<file path="config.mk">
export PLATFORM = sky130hd
export DESIGN_NAME = pmc_mfr_regs
export DESIGN_NICKNAME = d
export VERILOG_FILES = /design/src/pmc_pkg.sv /design/src/pmc_cfg_if.sv /design/src/pmc_pg_delay.sv /design/src/pmc_fault_count.sv /design/src/pmc_mfr_regs.sv
export SDC_FILE = /design/constraint.sdc
export NUM_CORES = 2
export LEC_CHECK = 0
export ABC_AREA = 0
export BUFFER_PORTS_ARGS = -buffer_cell sky130_fd_sc_hd__buf_2
export CAP_MARGIN = 40
export CORE_MARGIN = 5
export CORE_UTILIZATION = 59
export DETAILED_ROUTE_END_ITERATION = 12
export PLACE_DENSITY = 0.78
export SLEW_MARGIN = 20
export SYNTH_ARGS = -nofsm -noshare
export SYNTH_HDL_FRONTEND = slang
export SYNTH_SLANG_ARGS = --single-unit
</file>
<file path="constraint.sdc">
create_clock -name sys_clk -period 89.3 [get_ports sys_clk]
set_input_delay 13.395 -clock sys_clk [delete_from_list [all_inputs] [get_ports sys_clk]]
set_output_delay 13.395 -clock sys_clk [all_outputs]
set_load 0.1 [all_outputs]
</file>
<file path="src/pmc_pkg.sv">
// Package for the manufacturer configuration register bank.
// Assumes a command-code addressed register port from a bus front end.
package pmc_pkg;

    // ------------------------------------------------------------
    // Command codes
    // ------------------------------------------------------------
    localparam logic [7:0] CMD_USER_CFG    = 8'hd1;
    localparam logic [7:0] CMD_IIN_GAIN    = 8'hd2;
    localparam logic [7:0] CMD_PHASE_SHARE = 8'hd3;
    localparam logic [7:0] CMD_OK_DELAY    = 8'hd4;
    localparam logic [7:0] CMD_RAMP_GAIN   = 8'hd5;
    localparam logic [7:0] CMD_CHOKE       = 8'hd6;
    localparam logic [7:0] CMD_CAP_MASK    = 8'hd7;
    localparam logic [7:0] CMD_VOUT_LIM    = 8'hd8;
    localparam logic [7:0] CMD_XT_GAIN     = 8'hd9;
    localparam logic [7:0] CMD_XT_SHIFT    = 8'hda;
    localparam logic [7:0] CMD_ALERT_MASK  = 8'hdb;

    // ------------------------------------------------------------
    // Reset values
    // ------------------------------------------------------------
    localparam logic [15:0] RST_IIN_GAIN   = 16'hc200;
    localparam logic [15:0] RST_OK_DELAY   = 16'hba00;
    localparam logic [7:0]  RST_RAMP_GAIN  = 8'h03;
    localparam logic [15:0] RST_CHOKE      = 16'hb133;
    localparam logic [15:0] RST_CAP_MASK   = 16'h0000;
    localparam logic [7:0]  RST_VOUT_LIM   = 8'h00;
    localparam logic [15:0] RST_XT_GAIN    = 16'hba00;
    localparam logic [15:0] RST_XT_SHIFT   = 16'h0000;
    localparam logic [55:0] RST_ALERT_MASK = 56'h00000000000000;
    localparam logic [15:0] RST_USER_CFG   = 16'h0000;

    // ------------------------------------------------------------
    // Field positions
    // ------------------------------------------------------------
    localparam int UC_XT_EN      = 1;
    localparam int UC_XT_FAULT   = 0;
    localparam int PS_PHASE_HI   = 15;
    localparam int PS_PHASE_LO   = 13;
    localparam int PS_RAIL_HI    = 12;
    localparam int PS_RAIL_LO    = 8;
    localparam int PS_COUNT_HI   = 2;
    localparam int VL_LS_ON      = 7;
    localparam int VL_CNT_HI     = 3;
    localparam int ALERT_BYTES   = 7;
    localparam int CAP_BITS      = 16;
    localparam logic [15:0] CAP_USED = 16'h3cff;

    // Phase count minus one codes
    localparam logic [2:0] PH_CNT_TWO  = 3'h1;
    localparam logic [2:0] PH_CNT_FOUR = 3'h3;

    // Power-good delay steps: 125 ns at 8 ns per clock
    localparam int PG_STEP_NS     = 125;
    localparam int CLK_PERIOD_NS  = 8;
    localparam int PG_STEP_CYC    = (PG_STEP_NS + CLK_PERIOD_NS - 1) / CLK_PERIOD_NS;
    localparam int PG_CNT_W       = 24;

    // Delay counter state
    typedef enum logic [1:0] {
        PMC_PG_IDLE = 2'b00,
        PMC_PG_WAIT = 2'b01,
        PMC_PG_GOOD = 2'b10
    } pmc_pg_state_t;

endpackage

</file>
<file path="src/pmc_cfg_if.sv">
// Interface carrying decoded configuration from the register bank.
// Assumes one clock domain; the bank drives, consumers read.
`timescale 1ns/10ps
interface pmc_cfg_if;
    logic [15:0] ok_delay;
    logic [2:0]  phase_cnt_m1;
    logic [2:0]  phase_pos;
    logic [3:0]  viol_limit;
    modport bank (output ok_delay, output phase_cnt_m1, output phase_pos, output viol_limit);
    modport user (input ok_delay, input phase_cnt_m1, input phase_pos, input viol_limit);
endinterface

</file>
<file path="src/pmc_pg_delay.sv">
// Power-good delay timer and phase offset computation.
// Assumes synchronous inputs; delay is a Linear-11 value in ms.
`timescale 1ns/10ps
module pmc_pg_delay
    import pmc_pkg::*;
(
    input  wire logic   sys_clk,
    input  wire logic   reset,
    pmc_cfg_if.user     cfg,
    input  wire logic   above_thresh,
    output logic        ok_pin,
    output logic [7:0]  phase_offset
);

    // ------------------------------------------------------------
    // Linear-11 to 125 ns steps (ms * 8000)
    // ------------------------------------------------------------
    logic signed [4:0]  exp_n;
    logic signed [10:0] mant_y;
    logic [31:0]        base;
    logic [PG_CNT_W-1:0] steps;
    assign exp_n  = cfg.ok_delay[15:11];
    assign mant_y = cfg.ok_delay[10:0];
    assign base   = mant_y[10] ? 32'h0 : 32'(mant_y) * 32'd8000;
    assign steps  = exp_n[4] ? PG_CNT_W'(base >> (-exp_n)) : PG_CNT_W'(base << exp_n);

    logic [PG_CNT_W-1:0] step_cnt_q;
    logic [3:0]          sub_q;
    pmc_pg_state_t       st_q;
    logic                sub_end;
    assign sub_end = (sub_q == 4'(PG_STEP_CYC - 1));

    // Delay state machine before output-ok
    always_ff @(posedge sys_clk) begin
        if (reset) begin
            st_q       <= PMC_PG_IDLE;
            step_cnt_q <= '0;
            sub_q      <= '0;
        end else if (!above_thresh) begin
            st_q       <= PMC_PG_IDLE;
            step_cnt_q <= '0;
            sub_q      <= '0;
        end else begin
            case (st_q)
                PMC_PG_IDLE: begin
                    st_q <= (steps == '0) ? PMC_PG_GOOD : PMC_PG_WAIT;
                end
                PMC_PG_WAIT: begin
                    sub_q <= sub_end ? 4'h0 : sub_q + 4'h1;
                    if (sub_end) begin
                        step_cnt_q <= step_cnt_q + 1'b1;
                        if (step_cnt_q + 1'b1 >= steps) st_q <= PMC_PG_GOOD;
                    end
                end
                PMC_PG_GOOD: st_q <= PMC_PG_GOOD;
                default:     st_q <= PMC_PG_IDLE;
            endcase
        end
    end
    assign ok_pin = (st_q == PMC_PG_GOOD);

    // Equal phase spreading: pos * 256 / count
    logic [7:0] off_d;
    assign off_d = 8'((11'(cfg.phase_pos) << 8) / (11'(cfg.phase_cnt_m1) + 11'd1));
    always_ff @(posedge sys_clk) begin
        if (reset) phase_offset <= 8'h00;
        else       phase_offset <= off_d;
    end

    AST_PG_DROP: assert property (@(posedge sys_clk) disable iff (reset)
        !above_thresh |=> !ok_pin) else $error("ok asserted below threshold");
    AST_PG_WAIT: assert property (@(posedge sys_clk) disable iff (reset)
        $rose(above_thresh) && steps != '0 |=> !ok_pin [*2]) else $error("ok early");

endmodule

</file>
<file path="src/pmc_fault_count.sv">
// Consecutive violation counter for output OV/UV faults.
// Assumes one violation sample per strobe.
`timescale 1ns/10ps
module pmc_fault_count
    import pmc_pkg::*;
(
    input  wire logic sys_clk,
    input  wire logic reset,
    pmc_cfg_if.user   cfg,
    input  wire logic sample,
    input  wire logic violation,
    output logic      fault
);

    logic [4:0] cnt_q;
    logic       hit;
    assign hit = sample && violation && ({1'b0, cnt_q[3:0]} >= {1'b0, cfg.viol_limit});

    // Run counter, reset on a clean sample
    always_ff @(posedge sys_clk) begin
        if (reset) begin
            cnt_q <= '0;
            fault <= 1'b0;
        end else if (sample) begin
            if (!violation)    cnt_q <= '0;
            else if (!cnt_q[4]) cnt_q <= cnt_q + 5'h1;
            if (hit) fault <= 1'b1;
            else if (!violation) fault <= 1'b0;
        end
    end

    AST_CNT_ZERO: assert property (@(posedge sys_clk) disable iff (reset)
        sample && !violation |=> cnt_q == 5'h0) else $error("count not cleared");
    AST_FAULT_NEEDS_RUN: assert property (@(posedge sys_clk) disable iff (reset)
        $rose(fault) |-> $past(cnt_q) >= {1'b0, cfg.viol_limit}) else $error("fault early");

endmodule

</file>
<file path="src/pmc_mfr_regs.sv">
// Manufacturer configuration register bank of a dual-output controller.
// Assumes a command-code port from a bus front end, synchronous pins.
//
// Behaviour
// - Configuration bit 1 enables the external temperature sensor input.
// - Configuration bit 0 selects external sensor for temperature faults.
// - Input current gain: global Linear-11 word, reset c200.
// - Phase share: position 15:13, rail 12:8, count minus one 2:0.
// - Strap use loads rail from low five address bits, others zero.
// - Phases of a rail spread at equal offsets by position.
// - Output-ok asserts after programmed delay past threshold; default ba00.
// - Four-phase group: ramp mode, fast loop off until power good.
// - Ramp mode: no soft-off, turn-off fall time ignored.
// - Ramp mode shutdown: high-side drive tri-state, low-side low.
// - Two phases: fast loop always on, turn on/off normal.
// - Start ramp gain: global 8 bits, reset 03.
// - Choke value: Linear-11 microhenries, reset b133.
// - Set capture mask bit stops capture on that fault; reset 0000.
// - Capture mask map: bits 13,12,11,10 and 7 down to 0.
// - Limit config bit 7 turns low side on at OV shutdown.
// - Output OV/UV fault after N+1 consecutive violations, N bits 3:0.
// - Second temperature equals external over gain plus shift.
// - External temperature shift: Linear-11 degrees, reset 0000.
// - Seven-byte alert mask; set bit blocks fault from alert pin.
// - Alert mask byte 6 masks manufacturer status faults bitwise.
`timescale 1ns/10ps
module pmc_mfr_regs
    import pmc_pkg::*;
(
    input  wire logic        sys_clk,
    input  wire logic        reset,
    // Register port
    input  wire logic        reg_wr,
    input  wire logic [7:0]  reg_cmd,
    input  wire logic [55:0] reg_wdata,
    output logic [55:0]      reg_rdata,
    output logic             reg_hit,
    // Strap loading
    input  wire logic        strap_load,
    input  wire logic [6:0]  bus_address,
    // Temperature
    input  wire logic        int_temp_fault,
    input  wire logic        ext_temp_fault,
    input  wire logic signed [15:0] ext_temp_raw,
    output logic             external_temp_sensor_en,
    output logic             temp_fault,
    output logic signed [15:0] temp2_reading,
    // Output control
    input  wire logic        above_thresh,
    input  wire logic        shutdown_cmd,
    input  wire logic        ov_shutdown,
    output logic             output_ok_pin,
    output logic [7:0]       phase_offset,
    output logic             fast_loop_control_en,
    output logic             ramp_mode,
    output logic             soft_off_allowed,
    output logic             turn_off_fall_time_use,
    output logic             high_side_drive_oe,
    output logic             low_side_drive,
    output logic [7:0]       ramp_gain,
    // Faults
    input  wire logic        vout_sample,
    input  wire logic        vout_ov_viol,
    input  wire logic        vout_uv_viol,
    output logic             vout_ov_fault,
    output logic             vout_uv_fault,
    input  wire logic [15:0] fault_events,
    output logic             capture_trigger,
    input  wire logic [55:0] status_faults,
    output logic             alert_pin
);

    // ------------------------------------------------------------
    // Register storage
    // ------------------------------------------------------------
    logic [15:0] user_cfg_q;
    logic [15:0] iin_gain_q;
    logic [15:0] phase_share_q;
    logic [15:0] ok_delay_q;
    logic [7:0]  ramp_gain_q;
    logic [15:0] choke_q;
    logic [15:0] cap_mask_q;
    logic [7:0]  vout_lim_q;
    logic [15:0] xt_gain_q;
    logic [15:0] xt_shift_q;
    logic [55:0] alert_mask_q;

    // Write strobes per command
    logic we_user, we_iin, we_ps, we_ok, we_rg, we_ch;
    logic we_cm, we_vl, we_xg, we_xs, we_am;
    assign we_user = reg_wr && reg_cmd == CMD_USER_CFG;
    assign we_iin  = reg_wr && reg_cmd == CMD_IIN_GAIN;
    assign we_ps   = reg_wr && reg_cmd == CMD_PHASE_SHARE;
    assign we_ok   = reg_wr && reg_cmd == CMD_OK_DELAY;
    assign we_rg   = reg_wr && reg_cmd == CMD_RAMP_GAIN;
    assign we_ch   = reg_wr && reg_cmd == CMD_CHOKE;
    assign we_cm   = reg_wr && reg_cmd == CMD_CAP_MASK;
    assign we_vl   = reg_wr && reg_cmd == CMD_VOUT_LIM;
    assign we_xg   = reg_wr && reg_cmd == CMD_XT_GAIN;
    assign we_xs   = reg_wr && reg_cmd == CMD_XT_SHIFT;
    assign we_am   = reg_wr && reg_cmd == CMD_ALERT_MASK;

    // Strap image of phase share config
    logic [15:0] ps_strap;
    assign ps_strap = {3'b000, bus_address[4:0], 8'h00};

    // Word registers, raw store
    always_ff @(posedge sys_clk) begin
        if (reset) begin
            user_cfg_q <= RST_USER_CFG;
            iin_gain_q <= RST_IIN_GAIN;
            ok_delay_q <= RST_OK_DELAY;
            choke_q    <= RST_CHOKE;
            cap_mask_q <= RST_CAP_MASK;
            xt_gain_q  <= RST_XT_GAIN;
            xt_shift_q <= RST_XT_SHIFT;
        end else begin
            if (we_user) user_cfg_q <= reg_wdata[15:0];
            if (we_iin)  iin_gain_q <= reg_wdata[15:0];
            if (we_ok)   ok_delay_q <= reg_wdata[15:0];
            if (we_ch)   choke_q    <= reg_wdata[15:0];
            if (we_cm)   cap_mask_q <= reg_wdata[15:0];
            if (we_xg)   xt_gain_q  <= reg_wdata[15:0];
            if (we_xs)   xt_shift_q <= reg_wdata[15:0];
        end
    end

    // Byte registers and phase share, strap load
    always_ff @(posedge sys_clk) begin
        if (reset) begin
            phase_share_q <= 16'h0000;
            ramp_gain_q   <= RST_RAMP_GAIN;
            vout_lim_q    <= RST_VOUT_LIM;
            alert_mask_q  <= RST_ALERT_MASK;
        end else begin
            if (strap_load)  phase_share_q <= ps_strap;
            else if (we_ps)  phase_share_q <= reg_wdata[15:0];
            if (we_rg) ramp_gain_q  <= reg_wdata[7:0];
            if (we_vl) vout_lim_q   <= reg_wdata[7:0];
            if (we_am) alert_mask_q <= reg_wdata;
        end
    end

    // ------------------------------------------------------------
    // Readback mux
    // ------------------------------------------------------------
    logic [55:0] rd_d;
    always_comb begin
        rd_d    = 56'h0;
        reg_hit = 1'b1;
        case (reg_cmd)
            CMD_USER_CFG:    rd_d = {40'h0, user_cfg_q};
            CMD_IIN_GAIN:    rd_d = {40'h0, iin_gain_q};
            CMD_PHASE_SHARE: rd_d = {40'h0, phase_share_q};
            CMD_OK_DELAY:    rd_d = {40'h0, ok_delay_q};
            CMD_RAMP_GAIN:   rd_d = {48'h0, ramp_gain_q};
            CMD_CHOKE:       rd_d = {40'h0, choke_q};
            CMD_CAP_MASK:    rd_d = {40'h0, cap_mask_q};
            CMD_VOUT_LIM:    rd_d = {48'h0, vout_lim_q};
            CMD_XT_GAIN:     rd_d = {40'h0, xt_gain_q};
            CMD_XT_SHIFT:    rd_d = {40'h0, xt_shift_q};
            CMD_ALERT_MASK:  rd_d = alert_mask_q;
            default:         reg_hit = 1'b0;
        endcase
    end
    always_ff @(posedge sys_clk) begin
        if (reset) reg_rdata <= 56'h0;
        else       reg_rdata <= rd_d;
    end

    // ------------------------------------------------------------
    // Temperature sensor selection
    // ------------------------------------------------------------
    assign external_temp_sensor_en = user_cfg_q[UC_XT_EN];
    assign temp_fault = user_cfg_q[UC_XT_FAULT] ? ext_temp_fault : int_temp_fault;

    // Second temperature: raw over gain plus shift, integer Linear-11 approx
    logic signed [4:0]  xg_n, xs_n;
    logic signed [10:0] xg_y, xs_y;
    logic signed [31:0] scaled, shift_v, gain_v;
    assign xg_n = xt_gain_q[15:11];
    assign xg_y = xt_gain_q[10:0];
    assign xs_n = xt_shift_q[15:11];
    assign xs_y = xt_shift_q[10:0];
    // Divide by Y*2^N is multiply by 2^-N then divide by Y
    assign gain_v  = (xg_y == 11'sd0) ? 32'sd1 : 32'(xg_y);
    assign scaled  = xg_n[4] ? ((32'(ext_temp_raw) <<< (-xg_n)) / gain_v)
                             : ((32'(ext_temp_raw) >>> xg_n) / gain_v);
    assign shift_v = xs_n[4] ? (32'(xs_y) >>> (-xs_n)) : (32'(xs_y) <<< xs_n);
    always_ff @(posedge sys_clk) begin
        if (reset) temp2_reading <= 16'sh0000;
        else       temp2_reading <= 16'(scaled + shift_v);
    end

    // ------------------------------------------------------------
    // Shared config and sub-blocks
    // ------------------------------------------------------------
    pmc_cfg_if cfg_bus ();
    assign cfg_bus.ok_delay     = ok_delay_q;
    assign cfg_bus.phase_cnt_m1 = phase_share_q[PS_COUNT_HI:0];
    assign cfg_bus.phase_pos    = phase_share_q[PS_PHASE_HI:PS_PHASE_LO];
    assign cfg_bus.viol_limit   = vout_lim_q[VL_CNT_HI:0];

    pmc_pg_delay u_pg (
        .sys_clk      (sys_clk),
        .reset        (reset),
        .cfg          (cfg_bus.user),
        .above_thresh (above_thresh),
        .ok_pin       (output_ok_pin),
        .phase_offset (phase_offset)
    );

    pmc_fault_count u_ov (
        .sys_clk   (sys_clk),
        .reset     (reset),
        .cfg       (cfg_bus.user),
        .sample    (vout_sample),
        .violation (vout_ov_viol),
        .fault     (vout_ov_fault)
    );

    pmc_fault_count u_uv (
        .sys_clk   (sys_clk),
        .reset     (reset),
        .cfg       (cfg_bus.user),
        .sample    (vout_sample),
        .violation (vout_uv_viol),
        .fault     (vout_uv_fault)
    );

    // ------------------------------------------------------------
    // Multi-phase ramp mode and drive control
    // ------------------------------------------------------------
    logic four_phase;
    assign four_phase = cfg_bus.phase_cnt_m1 == PH_CNT_FOUR;
    assign ramp_mode  = four_phase;
    assign ramp_gain  = ramp_gain_q;
    // Fast loop held off during ramp until output ok
    assign fast_loop_control_en   = !four_phase || output_ok_pin;
    assign soft_off_allowed       = !four_phase;
    assign turn_off_fall_time_use = !four_phase;
    // Shutdown drive state
    logic shut_ramp;
    assign shut_ramp = four_phase && shutdown_cmd;
    assign high_side_drive_oe = !shut_ramp;
    assign low_side_drive = shut_ramp ? 1'b0
                          : (ov_shutdown && vout_lim_q[VL_LS_ON]);

    // ------------------------------------------------------------
    // Capture trigger and alert pin
    // ------------------------------------------------------------
    logic [CAP_BITS-1:0] cap_live;
    logic [55:0]         alert_live;
    genvar gi;
    generate
        for (gi = 0; gi < CAP_BITS; gi++) begin : g_cap
            assign cap_live[gi] = fault_events[gi] && !cap_mask_q[gi]
                                  && CAP_USED[gi];
        end
    endgenerate
    assign alert_live = status_faults & ~alert_mask_q;
    always_ff @(posedge sys_clk) begin
        if (reset) begin
            capture_trigger <= 1'b0;
            alert_pin       <= 1'b0;
        end else begin
            capture_trigger <= |cap_live;
            alert_pin       <= |alert_live;
        end
    end

    // ------------------------------------------------------------
    // Checks
    // ------------------------------------------------------------
    AST_READBACK: assert property (@(posedge sys_clk) disable iff (reset)
        we_iin ##1 (reg_cmd == CMD_IIN_GAIN && !reg_wr) |=> reg_rdata[15:0] == $past(reg_wdata[15:0], 2))
        else $error("readback mismatch");
    AST_XT_EN: assert property (@(posedge sys_clk) disable iff (reset)
        we_user |=> external_temp_sensor_en == $past(reg_wdata[1])) else $error("xt enable");
    AST_XT_SEL: assert property (@(posedge sys_clk) disable iff (reset)
        user_cfg_q[0] |-> temp_fault == ext_temp_fault) else $error("fault source");
    AST_STRAP: assert property (@(posedge sys_clk) disable iff (reset)
        strap_load |=> phase_share_q == {3'b000, $past(bus_address[4:0]), 8'h00}) else $error("strap");
    AST_FAST_LOOP: assert property (@(posedge sys_clk) disable iff (reset)
        four_phase && !output_ok_pin |-> !fast_loop_control_en) else $error("fast loop");
    AST_TWO_PHASE: assert property (@(posedge sys_clk) disable iff (reset)
        cfg_bus.phase_cnt_m1 == PH_CNT_TWO |-> fast_loop_control_en && soft_off_allowed)
        else $error("standalone");
    AST_SHUT_DRIVE: assert property (@(posedge sys_clk) disable iff (reset)
        four_phase && shutdown_cmd |-> !high_side_drive_oe && !low_side_drive) else $error("shut");
    AST_LS_OV: assert property (@(posedge sys_clk) disable iff (reset)
        !four_phase && ov_shutdown |-> low_side_drive == vout_lim_q[7]) else $error("ls ov");
    AST_CAP_MASK: assert property (@(posedge sys_clk) disable iff (reset)
        ((fault_events & ~cap_mask_q & CAP_USED) == 16'h0) |=> !capture_trigger) else $error("cap");
    AST_ALERT: assert property (@(posedge sys_clk) disable iff (reset)
        ((status_faults & ~alert_mask_q) == 56'h0) |=> !alert_pin) else $error("alert");
    AST_RST_GAIN: assert property (@(posedge sys_clk)
        reset |=> iin_gain_q == RST_IIN_GAIN && ramp_gain_q == RST_RAMP_GAIN) else $error("rst");

    COV_OK: cover property (@(posedge sys_clk) disable iff (reset) $rose(output_ok_pin));
    COV_OVF: cover property (@(posedge sys_clk) disable iff (reset) $rose(vout_ov_fault));
    COV_CAP: cover property (@(posedge sys_clk) disable iff (reset) capture_trigger);
    COV_RAMP_SHUT: cover property (@(posedge sys_clk) disable iff (reset) shut_ramp);

endmodule

</file>
==> results.ini <==
[outcome]
status=finished clean

[yosys]
syn_inst=7507
synth_top_family_by_area=compound AO/OA/AOI/OAI gates
synth_ff_type=dfxtp_1
synth_edf_count=0
yosys-top-cells-count=nand2_1, a21oi_1, ha_1, nor2_1, o21ai_0
avgSynthCellArea_um2=7.13
synthMuxAreaShare_pct=5.76
yosysWarnings=0
synth_area_leaders=ha_1, dfxtp_1, nand2_1
post-synth-top-count-cell=nand2_1
seq_area_frac_synth_pct=12.1
synth_cell_types=123
synthAdderAreaFrac_pct=17.0
synth_compound_area_share_pct=28.7
ys_async_sr_fraction_pct=0
ys_ff_latch=324
synth_top_cell_by_area=ha_1
synth_xor_area_share_pct=6.43
synth_top_area_share_pct=15.6
netlist_area_um2=53500
yosys.area_share.simple_pct=25.0

[hold_path]
whs_endpoint=choke_q[9]
worstHoldPathType=flip-flop to flip-flop
hold_depth=2
hp-start=choke_q[9]

[worst_setup_path]
timing.rr.end=temp2_reading[15]
arrival_ps=87050
critPathKind=input port to flip-flop
reg2reg_depth=379
critPathRequiredTime_ps=89750
r2r-start=xt_gain_q[11]
cp_common_cell=o21a_1
rrSetupSlack_ps=13390
worst_path_max_delay_cell=mux4_2
crit_path_max_incr_delay_ps=620
end_kind=flip-flop
worstPathMaxFanout=16
start_kind=input port

[cells_and_area]
fin_area_um2=65600
drive_gt1_share_pct=20.5
area_growth_pct=22.6
nNetsFinal=9530

[place]
place_area_um2=63100
dp_hpwl_um=158000
gp_congestion=1.02
port-buffer-count=266

[route]
avgRoutedWirePerCell_um=20.3
routed_wl_um=200000
dr_total_vias=62300
drtPass1Iterations=7
drcViolationCount=0
routed_via_density=6.31
drtIter0Drc=5834
ant_nets=0

[floorplanning]
die_h_um=311
die_w_um=311
start_util_pct=59.5
io_pins=273
row_count=110
core_area_um2=90000
die_area_um2=96900

[sta]
min_period_ps=86600
max_freq_mhz=11.5
max_slew_margin_pct=29.9
finalCritPeriodShare_pct=97.0
clock_skew_ps=32.9
hold_viol=0
setup_viol=0
tightest_slew_ps=1050
tns_ps=0
hold-worst-slack_ps=455
slew_viol_final=0

[global_route]
grt_pass1_vias=59100
grt_pass1_wl_um=309000
antenna_found_initial=18
grt-ovfl-total=0
grt_usage_pct=38.3
grt_max_degree=117

[clock_tree]
hold_buffers=0
clock_latency_ps=580
clockRootBuffer=clkbuf_16
cts-buffers-inserted=35
cts_max_path_buffers=3
clock-sinks=324
cts_tree=yes
path_clk_slew_ps=60
htreeDepth=2

[job]
max-cap-violations=0

[how the worst max path moves through the flow]
stage	from	endpoint
2_1_floorplan	ext_temp_raw[13]	temp2_reading[15]
3_3_place_gp	ext_temp_raw[2]	temp2_reading[15]
3_5_place_dp	ext_temp_raw[2]	temp2_reading[15]
4_1_cts	ext_temp_raw[12]	temp2_reading[15]
5_1_grt	ext_temp_raw[14]	temp2_reading[15]
6_report	ext_temp_raw[2]	temp2_reading[15]
[through the flow]
step / cells / setup slack, ps / util [%]
after floorplan: 7737 / 54.1 / -
after global placement: 9745 / -266 / 70.0
after detailed placement: 9757 / -1350 / 70.1
after CTS: 9818 / 8.38 / 71.6
after global routing: 9861 / -676 / 72.9
final: 9863 / 2700 / 72.9
[registers in the layout, indices dropped and copies added, names as in the netlist, 4 cells and up]
name,flops
iin_gain_q,16
alert_mask_q,56
cap_mask_q,16
u_pg.sub_q,4
phase_share_q,16
u_uv.cnt_q,5
xt_shift_q,16
u_pg.step_cnt_q,24
xt_gain_q,16
temp2_reading,16
cfg_bus.ok_delay,16
ramp_gain,8
user_cfg_q,16
vout_lim_q,8
reg_rdata,56
u_pg.phase_offset,8
choke_q,16
u_ov.cnt_q,5
[repair_timing]
| item | 4_1_cts | 5_1_grt |
|---|---|---|
| setup endpoints to repair | 9 | 16 |
| pin swaps | 0 | 60 |
| buffers inserted | 0 | 31 |
| gates cloned | 0 | 1 |
| resized for setup | 24 | 215 |
[cells by family after synthesis]
kind of cell               count (synthesis)
AOI/OAI and AO/OA                       2307
DFF                                      324
xor gates and xnor gates                 391
muxes                                    247
other                                      1
adders and majority gates                705
buffers and inverters                    686
and+or+nand+nor                         2846
[layout by cell type, fill, tap and decap left out, types with 103 or more instances in the layout]
| cell type | instances |
|---|---|
| nand2_1 | 1016 |
| buf_4 | 946 |
| ha_1 | 664 |
| a21oi_1 | 645 |
| nor2_1 | 643 |
| inv_1 | 325 |
| dfxtp_1 | 321 |
| o21ai_0 | 318 |
| buf_2 | 270 |
| nor3_1 | 249 |
| conb_1 | 231 |
| xnor2_1 | 225 |
| o21a_1 | 201 |
| a21o_1 | 200 |
| nand3_1 | 161 |
| xor2_1 | 156 |
| mux2_2 | 113 |
| or3_1 | 103 |
[per-layer routing]
metal  track usage (%)  vias up  part of all wire [%]
met1              45.2    28800                    38
met2              63.6     3026                    45
li1                  -    29600                     -
met5                 0        -                 0.028
met4              27.4        8                   8.7
met3              5.87      888                   8.3
[final cells by class]
cell class,count,area (µm²)
multi-input cells,6727,46500
inverters,332,1250
diodes,9,22.5
repair buffers,1234,8710
fillers,7318,24400
well taps,1176,1470
flip-flops and latches,324,6490
clock inverters,20,284
clock buffers,41,918
[worst max-delay path: cells and delay by family]
kind	cells	cell delay, ps
xor gates and xnor gates	2	310
and+or+nand+nor	71	12300
buffers and inverters	49	7860
muxes	8	2460
AOI/OAI and AO/OA	212	40800
adders and majority gates	34	9760
Power is left out: the tool's default activity adds up to more than one toggle a clock period on the data nets, which glitch-free logic cannot reach.
